==> config.mk <==
export PLATFORM = sky130hd
export DESIGN_NAME = dcsf_status_core
export DESIGN_NICKNAME = d
export VERILOG_FILES = /design/src/core/dcsf_pkg.sv /design/src/core/dcsf_pin_sync.sv /design/src/core/dcsf_seek_flags.sv /design/src/core/dcsf_status_core.sv
export VERILOG_INCLUDE_DIRS = /design/src /design/src/core
export SDC_FILE = /design/constraint.sdc
export NUM_CORES = 1
export LEC_CHECK = 0
export BUFFER_PORTS_ARGS = -buffer_cell sky130_fd_sc_hd__buf_2
export CAP_MARGIN = 25
export CORE_ASPECT_RATIO = 1.2
export CORE_MARGIN = 2
export CORE_UTILIZATION = 25
export DETAILED_ROUTE_END_ITERATION = 10
export GPL_TIMING_DRIVEN = 0
export PLACE_DENSITY = 0.5
export SETUP_SLACK_MARGIN = 0.02
export SYNTH_ARGS = -nofsm -noshare
export SYNTH_HDL_FRONTEND = slang
export SYNTH_SLANG_ARGS = --single-unit
==> constraint.sdc <==
create_clock -name clk -period 3.5 [get_ports clk]
set_input_delay 0.35 -clock clk [delete_from_list [all_inputs] [get_ports clk]]
set_output_delay 0.35 -clock clk [all_outputs]
set_load 0.05 [all_outputs]
==> src/core/dcsf_params.svh <==
`ifndef DCSF_PARAMS_SVH
`define DCSF_PARAMS_SVH

// Clock and status settle timing
`define DCSF_CLK_NS          100
`define DCSF_RQM_MAX_NS      12000
`define DCSF_RQM_MAX_CYC     (`DCSF_RQM_MAX_NS / `DCSF_CLK_NS)
`define DCSF_RQM_HOLD_CYC    7'h02
`define DCSF_GAP_W           7

// Recalibrate step limit
`define DCSF_RECAL_MAX_STEPS 8'hFF
`define DCSF_STEP_W          8

// Main status bit positions
`define DCSF_MSR_SEEK_LSB    0
`define DCSF_MSR_CB          4
`define DCSF_MSR_EXM         5
`define DCSF_MSR_DIO         6
`define DCSF_MSR_RQM         7

// Result status zero bit positions
`define DCSF_ST0_TC_MSB      7
`define DCSF_ST0_TC_LSB      6
`define DCSF_ST0_SE          5
`define DCSF_ST0_EC          4
`define DCSF_ST0_NR          3
`define DCSF_ST0_HS          2
`define DCSF_ST0_US_MSB      1
`define DCSF_ST0_US_LSB      0

// Result status one bit positions
`define DCSF_ST1_EN          7
`define DCSF_ST1_UNUSED_HI   6
`define DCSF_ST1_DE          5
`define DCSF_ST1_OR          4
`define DCSF_ST1_UNUSED_LO   3
`define DCSF_ST1_ND          2
`define DCSF_ST1_NW          1

// Termination codes, reset values, result length
`define DCSF_TC_NORMAL       2'h0
`define DCSF_TC_ABNORMAL     2'h1
`define DCSF_TC_INVALID      2'h2
`define DCSF_STATUS_RESET    8'h00
`define DCSF_RESULT_LAST     1'h1

`endif

==> src/core/dcsf_pkg.sv <==
`include "dcsf_params.svh"

package dcsf_pkg;

    // Controller phase, one-hot
    typedef enum logic [3:0] {
        DCSF_IDLE = 4'h1,
        DCSF_CMD  = 4'h2,
        DCSF_EXEC = 4'h4,
        DCSF_RES  = 4'h8
    } dcsf_phase_t;

    // Whole state of the status core
    typedef struct packed {
        dcsf_phase_t              phase;
        logic [7:0]               st0;
        logic [7:0]               st1;
        logic                     res_idx;
        logic [`DCSF_GAP_W-1:0]   gap;
        logic [7:0]               dout;
        logic                     oe_n;
        logic                     rd_prev;
        logic                     rd_a0;
        logic                     wr_prev;
        logic [`DCSF_STEP_W-1:0]  steps;
        logic                     ec;
        logic                     byte_wr;
        logic [7:0]               byte_data;
        logic                     exec_start;
        logic                     reject;
    } dcsf_core_t;

endpackage

==> src/core/dcsf_pin_sync.sv <==
`timescale 1ns/1ns

module dcsf_pin_sync #(
    parameter int W = 1
) (
    // Clock and reset
    input  wire logic         clk,
    input  wire logic         srst,
    // Asynchronous pins in, synchronised copy out
    input  wire logic [W-1:0] pin_in,
    output logic      [W-1:0] pin_sync
);

    typedef struct packed {
        logic [W-1:0] s1;
        logic [W-1:0] s2;
    } dcsf_sync_t;

    dcsf_sync_t q_r;
    dcsf_sync_t q_nxt;

    generate
        if (W < 1) begin : g_chk
            $error("dcsf_pin_sync: W must be at least 1");
        end
    endgenerate

    // Two-stage chain; first stage feeds only the second
    always_comb begin
        q_nxt    = q_r;
        q_nxt.s1 = pin_in;
        q_nxt.s2 = q_r.s1;
    end

    // State register
    always_ff @(posedge clk) begin
        if (srst) begin
            q_r <= '0;
        end else begin
            q_r <= q_nxt;
        end
    end

    assign pin_sync = q_r.s2;

endmodule

==> src/core/dcsf_seek_flags.sv <==
`timescale 1ns/1ns

module dcsf_seek_flags #(
    parameter int DRIVES = 4
) (
    // Clock and reset
    input  wire logic              clk,
    input  wire logic              srst,
    // Seek events per drive
    input  wire logic [DRIVES-1:0] seek_start,
    input  wire logic [DRIVES-1:0] seek_done,
    // Busy flags
    output logic      [DRIVES-1:0] seek_busy
);

    typedef struct packed {
        logic [DRIVES-1:0] busy;
    } dcsf_seek_t;

    dcsf_seek_t q_r;
    dcsf_seek_t q_nxt;

    generate
        if (DRIVES < 1) begin : g_chk
            $error("dcsf_seek_flags: DRIVES must be at least 1");
        end
    endgenerate

    // Per-drive busy flag, a new seek wins over completion
    generate
        for (genvar i = 0; i < DRIVES; i++) begin : g_drv
            always_comb begin
                q_nxt.busy[i] = (q_r.busy[i] && !seek_done[i]) || seek_start[i];
            end
        end
    endgenerate

    // State register
    always_ff @(posedge clk) begin
        if (srst) begin
            q_r <= '0;
        end else begin
            q_r <= q_nxt;
        end
    end

    assign seek_busy = q_r.busy;

    property p_seek_busy;
        @(posedge clk) disable iff (srst)
        (seek_start != '0) |=> ((seek_busy & $past(seek_start)) == $past(seek_start));
    endproperty
    a_seek_busy: assert property (p_seek_busy) else $error("seek busy not set after seek start");

endmodule

==> src/core/dcsf_status_core.sv <==
`timescale 1ns/1ns
`include "dcsf_params.svh"

module dcsf_status_core
    import dcsf_pkg::*;
#(
    parameter int DRIVES = 4
) (
    // Clock and reset
    input  wire logic              clk,
    input  wire logic              srst,
    // Host peripheral bus pins
    input  wire logic              host_cs_n,
    input  wire logic              host_rd_n,
    input  wire logic              host_wr_n,
    input  wire logic              host_a0,
    input  wire logic [7:0]        host_data_in,
    output logic      [7:0]        host_data_out,
    output logic                   host_data_oe_n,
    // Command sequencer handshake
    input  wire logic              cmd_complete,
    input  wire logic              cmd_is_rw,
    input  wire logic              dma_mode,
    input  wire logic              exec_xfer_req,
    input  wire logic              exec_to_host,
    output logic                   cmd_byte_valid,
    output logic      [7:0]        cmd_byte,
    output logic                   exec_start,
    output logic                   cmd_reject,
    // Termination report from the sequencer
    input  wire logic              exec_done,
    input  wire logic [1:0]        termination_code,
    input  wire logic              seek_end,
    input  wire logic              head_at_interrupt,
    input  wire logic [1:0]        unit_number,
    input  wire logic              end_of_cylinder,
    input  wire logic              crc_data_error,
    input  wire logic              overrun_error,
    input  wire logic              nd_sector_missing,
    input  wire logic              nd_id_unreadable,
    input  wire logic              nd_track_start_missing,
    input  wire logic              write_protected_error,
    // Seek and recalibrate activity
    input  wire logic [DRIVES-1:0] seek_start,
    input  wire logic [DRIVES-1:0] seek_done,
    input  wire logic              recal_active,
    input  wire logic              step_pulse,
    input  wire logic              track0_pin,
    output logic      [DRIVES-1:0] seek_busy
);

    localparam int RQM_BOUND = `DCSF_RQM_MAX_CYC;

    dcsf_core_t  q_r;
    dcsf_core_t  q_nxt;
    logic [12:0] pins_sync;
    logic        cs_n_s;
    logic        rd_n_s;
    logic        wr_n_s;
    logic        a0_s;
    logic [7:0]  din_s;
    logic        track0_s;
    logic        rd_act;
    logic        wr_act;
    logic        any_seek;
    logic        request_for_master;
    logic        transfer_direction;
    logic        execution_mode_flag;
    logic [7:0]  main_status_reg;
    logic [7:0]  data_byte;
    logic [7:0]  st0_cap;
    logic [7:0]  st1_cap;

    generate
        if (DRIVES != 4) begin : g_chk
            $error("dcsf_status_core: two-bit unit field serves exactly four drives");
        end
        if (`DCSF_RQM_MAX_CYC < 2) begin : g_chk_rqm
            $error("dcsf_status_core: settle bound shorter than hold time");
        end
    endgenerate

    // Host pins and track zero pass two flip-flops; strobes travel inverted so a flushed chain reads idle
    dcsf_pin_sync #(
        .W (13)
    ) u_sync (
        .clk      (clk),
        .srst     (srst),
        .pin_in   ({track0_pin, host_cs_n, host_rd_n, host_wr_n, host_a0, host_data_in} ^ 13'h0E00),
        .pin_sync (pins_sync)
    );

    assign {track0_s, cs_n_s, rd_n_s, wr_n_s, a0_s, din_s} = pins_sync ^ 13'h0E00;

    // Per-drive seek busy flags
    dcsf_seek_flags #(
        .DRIVES (DRIVES)
    ) u_seek (
        .clk        (clk),
        .srst       (srst),
        .seek_start (seek_start),
        .seek_done  (seek_done),
        .seek_busy  (seek_busy)
    );

    // Strobe levels and main status bits
    always_comb begin
        rd_act   = !cs_n_s && !rd_n_s;
        wr_act   = !cs_n_s && !wr_n_s;
        any_seek = |seek_busy;
        execution_mode_flag      = (q_r.phase == DCSF_EXEC) && !dma_mode;
        transfer_direction      = (q_r.phase == DCSF_RES) || ((q_r.phase == DCSF_EXEC) && exec_to_host);
        request_for_master      = 1'b0;
        case (q_r.phase)
            DCSF_IDLE, DCSF_CMD, DCSF_RES: begin
                request_for_master = (q_r.gap == '0);
            end
            DCSF_EXEC: begin
                request_for_master = exec_xfer_req && !dma_mode;
            end
            default: begin
                request_for_master = 1'b0;
            end
        endcase
        main_status_reg                               = `DCSF_STATUS_RESET;
        main_status_reg[`DCSF_MSR_SEEK_LSB +: DRIVES] = seek_busy;
        main_status_reg[`DCSF_MSR_CB]                 = (q_r.phase != DCSF_IDLE);
        main_status_reg[`DCSF_MSR_EXM]                = execution_mode_flag;
        main_status_reg[`DCSF_MSR_DIO]                = transfer_direction;
        main_status_reg[`DCSF_MSR_RQM]                = request_for_master;
    end

    // Result bytes visible only in the result phase
    always_comb begin
        data_byte = `DCSF_STATUS_RESET;
        if (q_r.phase == DCSF_RES) begin
            data_byte = (q_r.res_idx == `DCSF_RESULT_LAST) ? q_r.st1 : q_r.st0;
        end
    end

    // Result status images built at termination
    always_comb begin
        st0_cap                                         = `DCSF_STATUS_RESET;
        st0_cap[`DCSF_ST0_TC_MSB:`DCSF_ST0_TC_LSB]      = termination_code;
        st0_cap[`DCSF_ST0_SE]                           = seek_end;
        st0_cap[`DCSF_ST0_EC]                           = q_r.ec;
        st0_cap[`DCSF_ST0_NR]                           = 1'b0;
        st0_cap[`DCSF_ST0_HS]                           = head_at_interrupt;
        st0_cap[`DCSF_ST0_US_MSB:`DCSF_ST0_US_LSB]      = unit_number;
        st1_cap                                         = `DCSF_STATUS_RESET;
        st1_cap[`DCSF_ST1_EN]                           = end_of_cylinder;
        st1_cap[`DCSF_ST1_UNUSED_HI]                    = 1'b0;
        st1_cap[`DCSF_ST1_UNUSED_LO]                    = 1'b0;
        st1_cap[`DCSF_ST1_DE]                           = crc_data_error;
        st1_cap[`DCSF_ST1_OR]                           = overrun_error;
        st1_cap[`DCSF_ST1_ND]                           = nd_sector_missing || nd_id_unreadable
                                                          || nd_track_start_missing;
        st1_cap[`DCSF_ST1_NW]                           = write_protected_error;
    end

    // Next-state logic
    always_comb begin
        q_nxt            = q_r;
        q_nxt.byte_wr    = 1'b0;
        q_nxt.exec_start = 1'b0;
        q_nxt.reject     = 1'b0;
        q_nxt.rd_prev    = rd_act;
        q_nxt.wr_prev    = wr_act;
        if (q_r.gap != '0) begin
            q_nxt.gap = q_r.gap - `DCSF_RQM_HOLD_CYC + `DCSF_GAP_W'(1);
        end

        // Recalibrate step count and equipment check
        if (!recal_active) begin
            q_nxt.steps = '0;
        end else if (step_pulse && !track0_s && (q_r.steps != `DCSF_RECAL_MAX_STEPS)) begin
            q_nxt.steps = q_r.steps + `DCSF_STEP_W'(1);
            if (q_r.steps == (`DCSF_RECAL_MAX_STEPS - `DCSF_STEP_W'(1))) begin
                q_nxt.ec = 1'b1;
            end
        end

        // Host read: drive on leading edge, release on trailing edge
        if (rd_act && !q_r.rd_prev) begin
            q_nxt.dout  = a0_s ? data_byte : main_status_reg;
            q_nxt.rd_a0 = a0_s;
            q_nxt.oe_n  = 1'b0;
        end
        if (!rd_act && q_r.rd_prev) begin
            q_nxt.oe_n = 1'b1;
            if (q_r.rd_a0 && (q_r.phase == DCSF_RES) && (q_r.gap == '0)) begin
                q_nxt.gap = `DCSF_RQM_HOLD_CYC;
                if (q_r.res_idx == `DCSF_RESULT_LAST) begin
                    q_nxt.phase   = DCSF_IDLE;
                    q_nxt.res_idx = 1'b0;
                end else begin
                    q_nxt.res_idx = `DCSF_RESULT_LAST;
                end
            end
        end

        // Byte follows the bus while the strobe is low; host may change it as the strobe rises
        if (wr_act && a0_s && (q_r.gap == '0)
            && ((q_r.phase == DCSF_IDLE) || (q_r.phase == DCSF_CMD))) begin
            q_nxt.byte_data = din_s;
        end

        // Host write of a command byte on trailing edge
        if (!wr_act && q_r.wr_prev && a0_s && (q_r.gap == '0)
            && ((q_r.phase == DCSF_IDLE) || (q_r.phase == DCSF_CMD))) begin
            q_nxt.byte_wr   = 1'b1;
            q_nxt.phase     = DCSF_CMD;
            q_nxt.gap       = `DCSF_RQM_HOLD_CYC;
        end

        // Phase sequencing
        case (q_r.phase)
            DCSF_IDLE: begin
                q_nxt.res_idx = 1'b0;
            end
            DCSF_CMD: begin
                if (cmd_complete) begin
                    if (cmd_is_rw && any_seek) begin
                        q_nxt.reject = 1'b1;
                        q_nxt.st0    = `DCSF_STATUS_RESET;
                        q_nxt.st0[`DCSF_ST0_TC_MSB:`DCSF_ST0_TC_LSB] = `DCSF_TC_INVALID;
                        q_nxt.st1    = `DCSF_STATUS_RESET;
                        q_nxt.phase  = DCSF_RES;
                        q_nxt.gap    = '0;
                    end else begin
                        q_nxt.exec_start = 1'b1;
                        q_nxt.phase      = DCSF_EXEC;
                    end
                end
            end
            DCSF_EXEC: begin
                if (exec_done) begin
                    q_nxt.st0     = st0_cap;
                    q_nxt.st1     = st1_cap;
                    q_nxt.ec      = q_nxt.ec && !q_r.ec; // A step in this cycle sets it only if it was clear
                    q_nxt.phase   = DCSF_RES;
                    q_nxt.res_idx = 1'b0;
                    q_nxt.gap     = '0;
                end
            end
            DCSF_RES: begin
                q_nxt.st0 = q_r.st0;
            end
            default: begin
                q_nxt.phase = DCSF_IDLE;
            end
        endcase
    end

    // State register
    always_ff @(posedge clk) begin
        if (srst) begin
            q_r       <= '0;
            q_r.phase <= DCSF_IDLE;
            q_r.oe_n  <= 1'b1;
        end else begin
            q_r <= q_nxt;
        end
    end

    // Outputs from flip-flops
    assign host_data_out  = q_r.dout;
    assign host_data_oe_n = q_r.oe_n;
    assign cmd_byte_valid = q_r.byte_wr;
    assign cmd_byte       = q_r.byte_data;
    assign exec_start     = q_r.exec_start;
    assign cmd_reject     = q_r.reject;

    // Checks
    property p_rw_refused;
        @(posedge clk) disable iff (srst)
        ((q_r.phase == DCSF_CMD) && cmd_complete && cmd_is_rw && any_seek)
            |=> (cmd_reject && !exec_start && (q_r.phase == DCSF_RES));
    endproperty
    a_rw_refused: assert property (p_rw_refused) else $error("read/write accepted during seek");

    property p_busy_blocks;
        @(posedge clk) disable iff (srst)
        (cmd_complete && (q_r.phase != DCSF_CMD)) |=> !exec_start;
    endproperty
    a_busy_blocks: assert property (p_busy_blocks) else $error("command started while busy");

    property p_exm_only_exec;
        @(posedge clk) disable iff (srst)
        main_status_reg[`DCSF_MSR_EXM] |-> (!dma_mode && (q_r.phase == DCSF_EXEC) && main_status_reg[`DCSF_MSR_CB]);
    endproperty
    a_exm_only_exec: assert property (p_exm_only_exec) else $error("execution bit outside execution");

    property p_exm_clears;
        @(posedge clk) disable iff (srst)
        ((q_r.phase == DCSF_EXEC) && exec_done) |=> (!main_status_reg[`DCSF_MSR_EXM] && main_status_reg[`DCSF_MSR_DIO]);
    endproperty
    a_exm_clears: assert property (p_exm_clears) else $error("execution bit stuck after end");

    property p_dio_result;
        @(posedge clk) disable iff (srst)
        (q_r.phase == DCSF_RES) |-> main_status_reg[`DCSF_MSR_DIO];
    endproperty
    a_dio_result: assert property (p_dio_result) else $error("direction wrong in result phase");

    property p_rqm_settle;
        @(posedge clk) disable iff (srst)
        ($fell(request_for_master) && (q_r.phase != DCSF_EXEC)) |-> ##[1:RQM_BOUND] (request_for_master || (q_r.phase == DCSF_EXEC));
    endproperty
    a_rqm_settle: assert property (p_rqm_settle) else $error("ready not back within settle time");

    property p_nr_zero;
        @(posedge clk) disable iff (srst)
        !q_r.st0[`DCSF_ST0_NR] && !q_r.st1[`DCSF_ST1_UNUSED_HI] && !q_r.st1[`DCSF_ST1_UNUSED_LO];
    endproperty
    a_nr_zero: assert property (p_nr_zero) else $error("constant-zero status bit set");

    property p_result_hold;
        @(posedge clk) disable iff (srst)
        ((q_r.phase == DCSF_RES) && $past(q_r.phase == DCSF_RES)) |-> ($stable(q_r.st0) && $stable(q_r.st1));
    endproperty
    a_result_hold: assert property (p_result_hold) else $error("result status changed in result phase");

    property p_result_gated;
        @(posedge clk) disable iff (srst)
        (rd_act && !q_r.rd_prev && a0_s && (q_r.phase != DCSF_RES)) |=> (host_data_out == 8'h00);
    endproperty
    a_result_gated: assert property (p_result_gated) else $error("result byte leaked outside result phase");

endmodule

# After elaboration in Yosys (flattened, before gate mapping)
# Index checks and enable logic that the tools add are counted.
# word_totals
register_bits	90
in_bits	44
output_inout_bits	24
elab_cells	124
# classes
n_addsub	3
n_eq_ne	10
mux	32
bitwise	5
n_reduce_logical	55
# ops
op	count
$mux W8	5
$pmux W8 S2	2
$mux W28	1
$mux W7	4
$logic_and A1 B1 Y1	24
$mux W20	1
$mux W4	5
$mux W16	1
$pmux W7 S2	1
$logic_not A1 Y1	13
$pmux W4 S3	1
$mux W1	9
$add A8 B1 Y8 const B	1
$eq A8 B8 Y1 const B	1
$logic_or A1 B1 Y1	8
$ne A8 B8 Y1 const B	1
$add A7 B1 Y7 const B	1
$logic_not A7 Y1	1
$reduce_bool A7 Y1	1
$sub A7 B2 Y7 const B	1
$not A3 Y3	2
$reduce_or A2 Y1	3
$reduce_or A3 Y1	2
$eq A4 B1 Y1 const B	1
11 further kinds	15

# Longest topological paths before layout
# logic_depth
ltp_word	12
depth_mapped	7
mapped_depth_nobuf	6

# Modules after synthesis
# From an unflattened synthesis, not the netlist that was laid out.
# unflattened
cells_unflattened	373
area_unflattened_um2	3589.7
# modules_own_cells
mod	n_inst	cells_per_inst	area_each_um2	seq_area_each_um2
dcsf_status_core	1	303	2748.9	1121.1
dcsf_pin_sync	1	54	700.7	520.5
dcsf_seek_flags	1	16	140.1	80.1

# Least setup slack after synthesis
# No wires, ideal clock.
# synth_timing
path_kind	register to register
startpoint	register u_seek.q_r (netlist bit u_seek.seek_busy[0])
endpoint	register q_r[55] in the netlist's numbering
setup_time_ns	0.133
arrival_ns	1.797
required_time_ns	3.367
path_slack_ns	1.571
path_stages_with_launch	6
path_buffers	1
period_less_slack_ns	1.929
cell_sequence	dfxtp_1 o41ai_1 or4_1 clkbuf_2 a221oi_1 a311oi_1
# synth_via
elab_chain_cells	4
# synth_lines
item	line_no	text
from (decl)	dcsf_seek_flags.sv:20	dcsf_seek_t q_r;
from (signal assigned)	dcsf_seek_flags.sv:43	q_r <= q_nxt;
$reduce_or A4 Y1	dcsf_status_core.sv:110	any_seek = |seek_busy;
$logic_and A1 B1 Y1	dcsf_status_core.sv:223	if (cmd_is_rw && any_seek) begin
$ne A2 B1 Y1 (no line)	-	
$reduce_and A4 Y1 (no line)	-	
to (signal assigned)	dcsf_status_core.sv:262	q_r <= q_nxt;
to (decl)	dcsf_status_core.sv:54	dcsf_core_t q_r;
# Every way passes these cells.
# A chain may end at the register's enable or synchronous reset.

# Final worst setup path
# layout_timing
startpoint	register u_seek.q_r (netlist bit u_seek.seek_busy[0])
endpoint	register q_r[49] in the netlist's numbering
# The elaborated chain is that of the path after synthesis.

==> results.tsv <==
stage	metric	value	unit
clock_network	post-CTS sizing	0	
global_route	Total GRT Usage	0.122	
min_path	HP Class	in2reg	
sta	setup TNS	0	ns
die	Die Width	113	um
clock_network	H-tree levels	3	
die	Core Rows	48	
die	Core Box Area	14200	um^2
layout	fillcell total	1497	
synth	Post-Syn Area per Cell	8.98	um^2
global_route	pin count of the biggest net entering global routing	14	
layout	area of the multi-input gates	1590	um^2
routing	routed wire length	8970	um
setup_path	worst-path maximum fanout	10	
routing	DR pass1 iterations	4	
routing	Via density	4.57	
clock_network	CTS clk-pin slew, worst paths	0.06	ns
power	clock power share	0.425	
power	Leak	1.76	nW
die	num ports	68	
synth	Synth cell types	54	
clock_network	CTS tree	done	
clock_network	Skew-Pair Late Insertion Delay	0.34	ns
global_route	first-pass GRT wire length	14800	um
sta	fmax	469	MHz
sta	Tcrit/Tclk final	0.609	
clock_network	CTS Hold Buffers Added	0	
layout	Reg area	1720	um^2
power	pwr dens	547	nW/um^2
synth	syn_nets	447	
power	Sw Pwr	0.000610	W
die	Die ar.	15400	um^2
synth	post-synthesis sequential area ratio	0.479	
power	VDD IR max	0.222	mV
power	Pint	0.00183	W
routing	# DRC	0	
synth	Post-synth ARST share	0	
setup_path	CP Capture Type	flip-flop	
clock_network	clk sink count	86	
setup_path	Critical Path RT	3.77	ns
setup_path	critical path class	reg2reg	
layout	antenna cells	0	
sta	Slew headroom	0.438	
placed_design	Routability Congestion	0.836	
setup_path	Critical-path top delay cell	o41ai_1	
sta	WHS	0.161	ns
setup_path	crit-path cells	o41ai_1 > or4_1 > clkbuf_2 > buf_2 > nand3_1 > a21oi_1	
placed_design	post-detail-place hpwl	6800	um
sta	final hold violations	0	
clock_network	CTS Buf Count	9	
power	combinational share of power	0.135	
routing	Vias	3000	
sta	Period minus WS final	2.13	ns
routing	DR WL/cell	13.7	um
clock_network	clk root buf	clkbuf_16	
layout	share of cells above drive strength 1	0.241	
global_route	initial antenna violation count	0	
die	Starting Density	0.252	
power	switch share	0.250	
clock_network	Clock Tree Buf Depth	2	
layout	Total Nets Final	524	
layout	Area Growth Syn to Fin	24.3	%
die	Vert. Die Dim	135	um
synth	Synth Register Bits	86	
routing	DRT iter0 DRCs	77	
sta	unrepaired setup endpoints after global routing	false	
sta	setup violators final	0	
synth	Netlist Area Pre-Place	3590	um^2
run	max-cap violations	0	
routing	Final ANT Viol Nets	0	
setup_path	Setup crit start kind	flip-flop	
power	sequential share of power	0.439	
setup_path	arrival time worst endpoint	2.40	ns
sta	Slew Viols, Final	0	
placed_design	Buffers on Ports	66	
synth	Synth Flop Type	dfxtp_1	
sta	clk_skew	0.00565	ns
global_route	GR Overflow Total	0	
synth	Synth Warn #	0	
outcome	status	completed	
global_route	vias in the first global route	2976	
setup_path	slowest cell delay on critical path	0.80	ns
synth	EDFF count, synth	0	
sta	slew at the pin closest to its max-slew limit	0.832	ns
clock_network	Post-CTS Setup Inserts	0	
synth	Synth Instances	400	
cells by family after synthesis:
logic type,synth area share
buffers and inverters,0.0787
AO/OA/AOI/OAI,0.141
adder cells (fa/ha/maj),0.0104
flip-flops,0.479
XOR/XNOR,0.0219
multiplexers,0.0153
AND/OR/NAND/NOR,0.254
placed cells by master (no fill, tap or decap), drive strengths merged, types with 2 or more instances in the layout:
cell,n
xor2,3
buf,92
clkbuf,25
o31ai,4
a31oi,2
bufinv,2
a211oi,6
o41ai,3
a2111oi,2
a21oi,37
a311oi,3
nand3b,3
nor2,27
xnor2,6
o21ai,14
nand2b,2
a221oi,4
nor3,7
and4,3
nor4,4
inv,15
nor2b,24
nand4,4
nor4b,6
clkinv,2
nand2,27
nor3b,8
or4,2
dfxtp,86
or3,5
and3,3
nand3,27
mux2,4
and2,3
ha,3
or2,2
layer usage:
layer | global-route usage | share of wire | wire length, um | vias to the layer above
met1 | 0.146 | 0.44 | 3930 | 1381
met4 | 0.0420 | 0.014 | 127 | 0
met5 | 0 | 0 | 0 | -
met3 | 0.0300 | 0.047 | 424 | 8
met2 | 0.211 | 0.50 | 4490 | 66
li1 | - | - | - | 1545
cell usage after synthesis, types with 5 or more instances:
library cell,n,share of area
inv_1,15,0.016
buf_2,6,0.0084
dfxtp_1,86,0.48
o21ai_0,14,0.019
nand3_1,27,0.038
a21oi_1,37,0.052
nor3b_1,7,0.015
xnor2_1,6,0.015
or3_1,5,0.0087
nand2_1,27,0.028
a211oi_1,6,0.013
nor2b_1,24,0.042
nor3_1,7,0.0097
buf_4,16,0.033
clkbuf_1,13,0.014
nor2_1,27,0.028
layout make-up:
cell class              instances  area share
plain buffers                  40      0.0507
clock buffers                  11      0.0566
clock inverters                 4      0.0157
inverters                      15      0.0126
multi-input cells             259       0.356
flip-flops and latches         86       0.386
well taps                     175      0.0490
repair buffers                 66      0.0740
power groups by stage:
stage,registers [W],logic (W),clock network (W)
2_1_floorplan,0.00110,0.000236,0
3_3_place_gp,0.00110,0.000329,0
3_5_place_dp,0.00109,0.000334,0
4_1_cts,0.00107,0.000334,0.00106
5_1_grt,0.00108,0.000376,0.00110
6_report,0.00107,0.000330,0.00104
per-stage QoR:
step	power (W)	util	std cells	setup slack [ns]	instance area [um^2]
floorplan	0.00133	-	400	1.57	3590
global placement	0.00143	0.291	641	1.34	4140
detailed placement	0.00143	0.291	641	1.37	4140
CTS	0.00247	0.314	656	1.36	4470
global route	0.00256	0.314	656	1.08	4470
finish	0.00244	0.314	656	1.37	4470
sequential cells by signal, summed over array words and instances, names as in the netlist:
| name | cells |
|---|---|
| u_sync.q_nxt | 13 |
| host_data_oe_n | 1 |
| u_sync.pin_sync | 13 |
| q_r | 36 |
| exec_start | 1 |
| cmd_byte_valid | 1 |
| cmd_byte | 8 |
| cmd_reject | 1 |
| u_seek.seek_busy | 4 |
| host_data_out | 8 |
worst max-delay path, delay by kind of cell, from the launching register on:
| family | cells | cell delay, ns |
|---|---|---|
| AOI/OAI and AO/OA | 2 | 0.96 |
| buffers and inverters | 2 | 0.44 |
| DFF | 1 | 0.34 |
| and+or+nand+nor | 2 | 0.31 |
final timing paths:
check        slack [ns]  depth (start not counted)                 end           startpoint
max                1.37                          6             q_r[49]  u_seek.seek_busy[0]
min                0.16                          2    u_sync.q_nxt[11]            host_cs_n
max reg2reg        1.37                          6             q_r[49]  u_seek.seek_busy[0]
min reg2reg        0.43                          1  u_sync.pin_sync[6]      u_sync.q_nxt[6]
No activity file was read; power rests on OpenSTA's default activity.
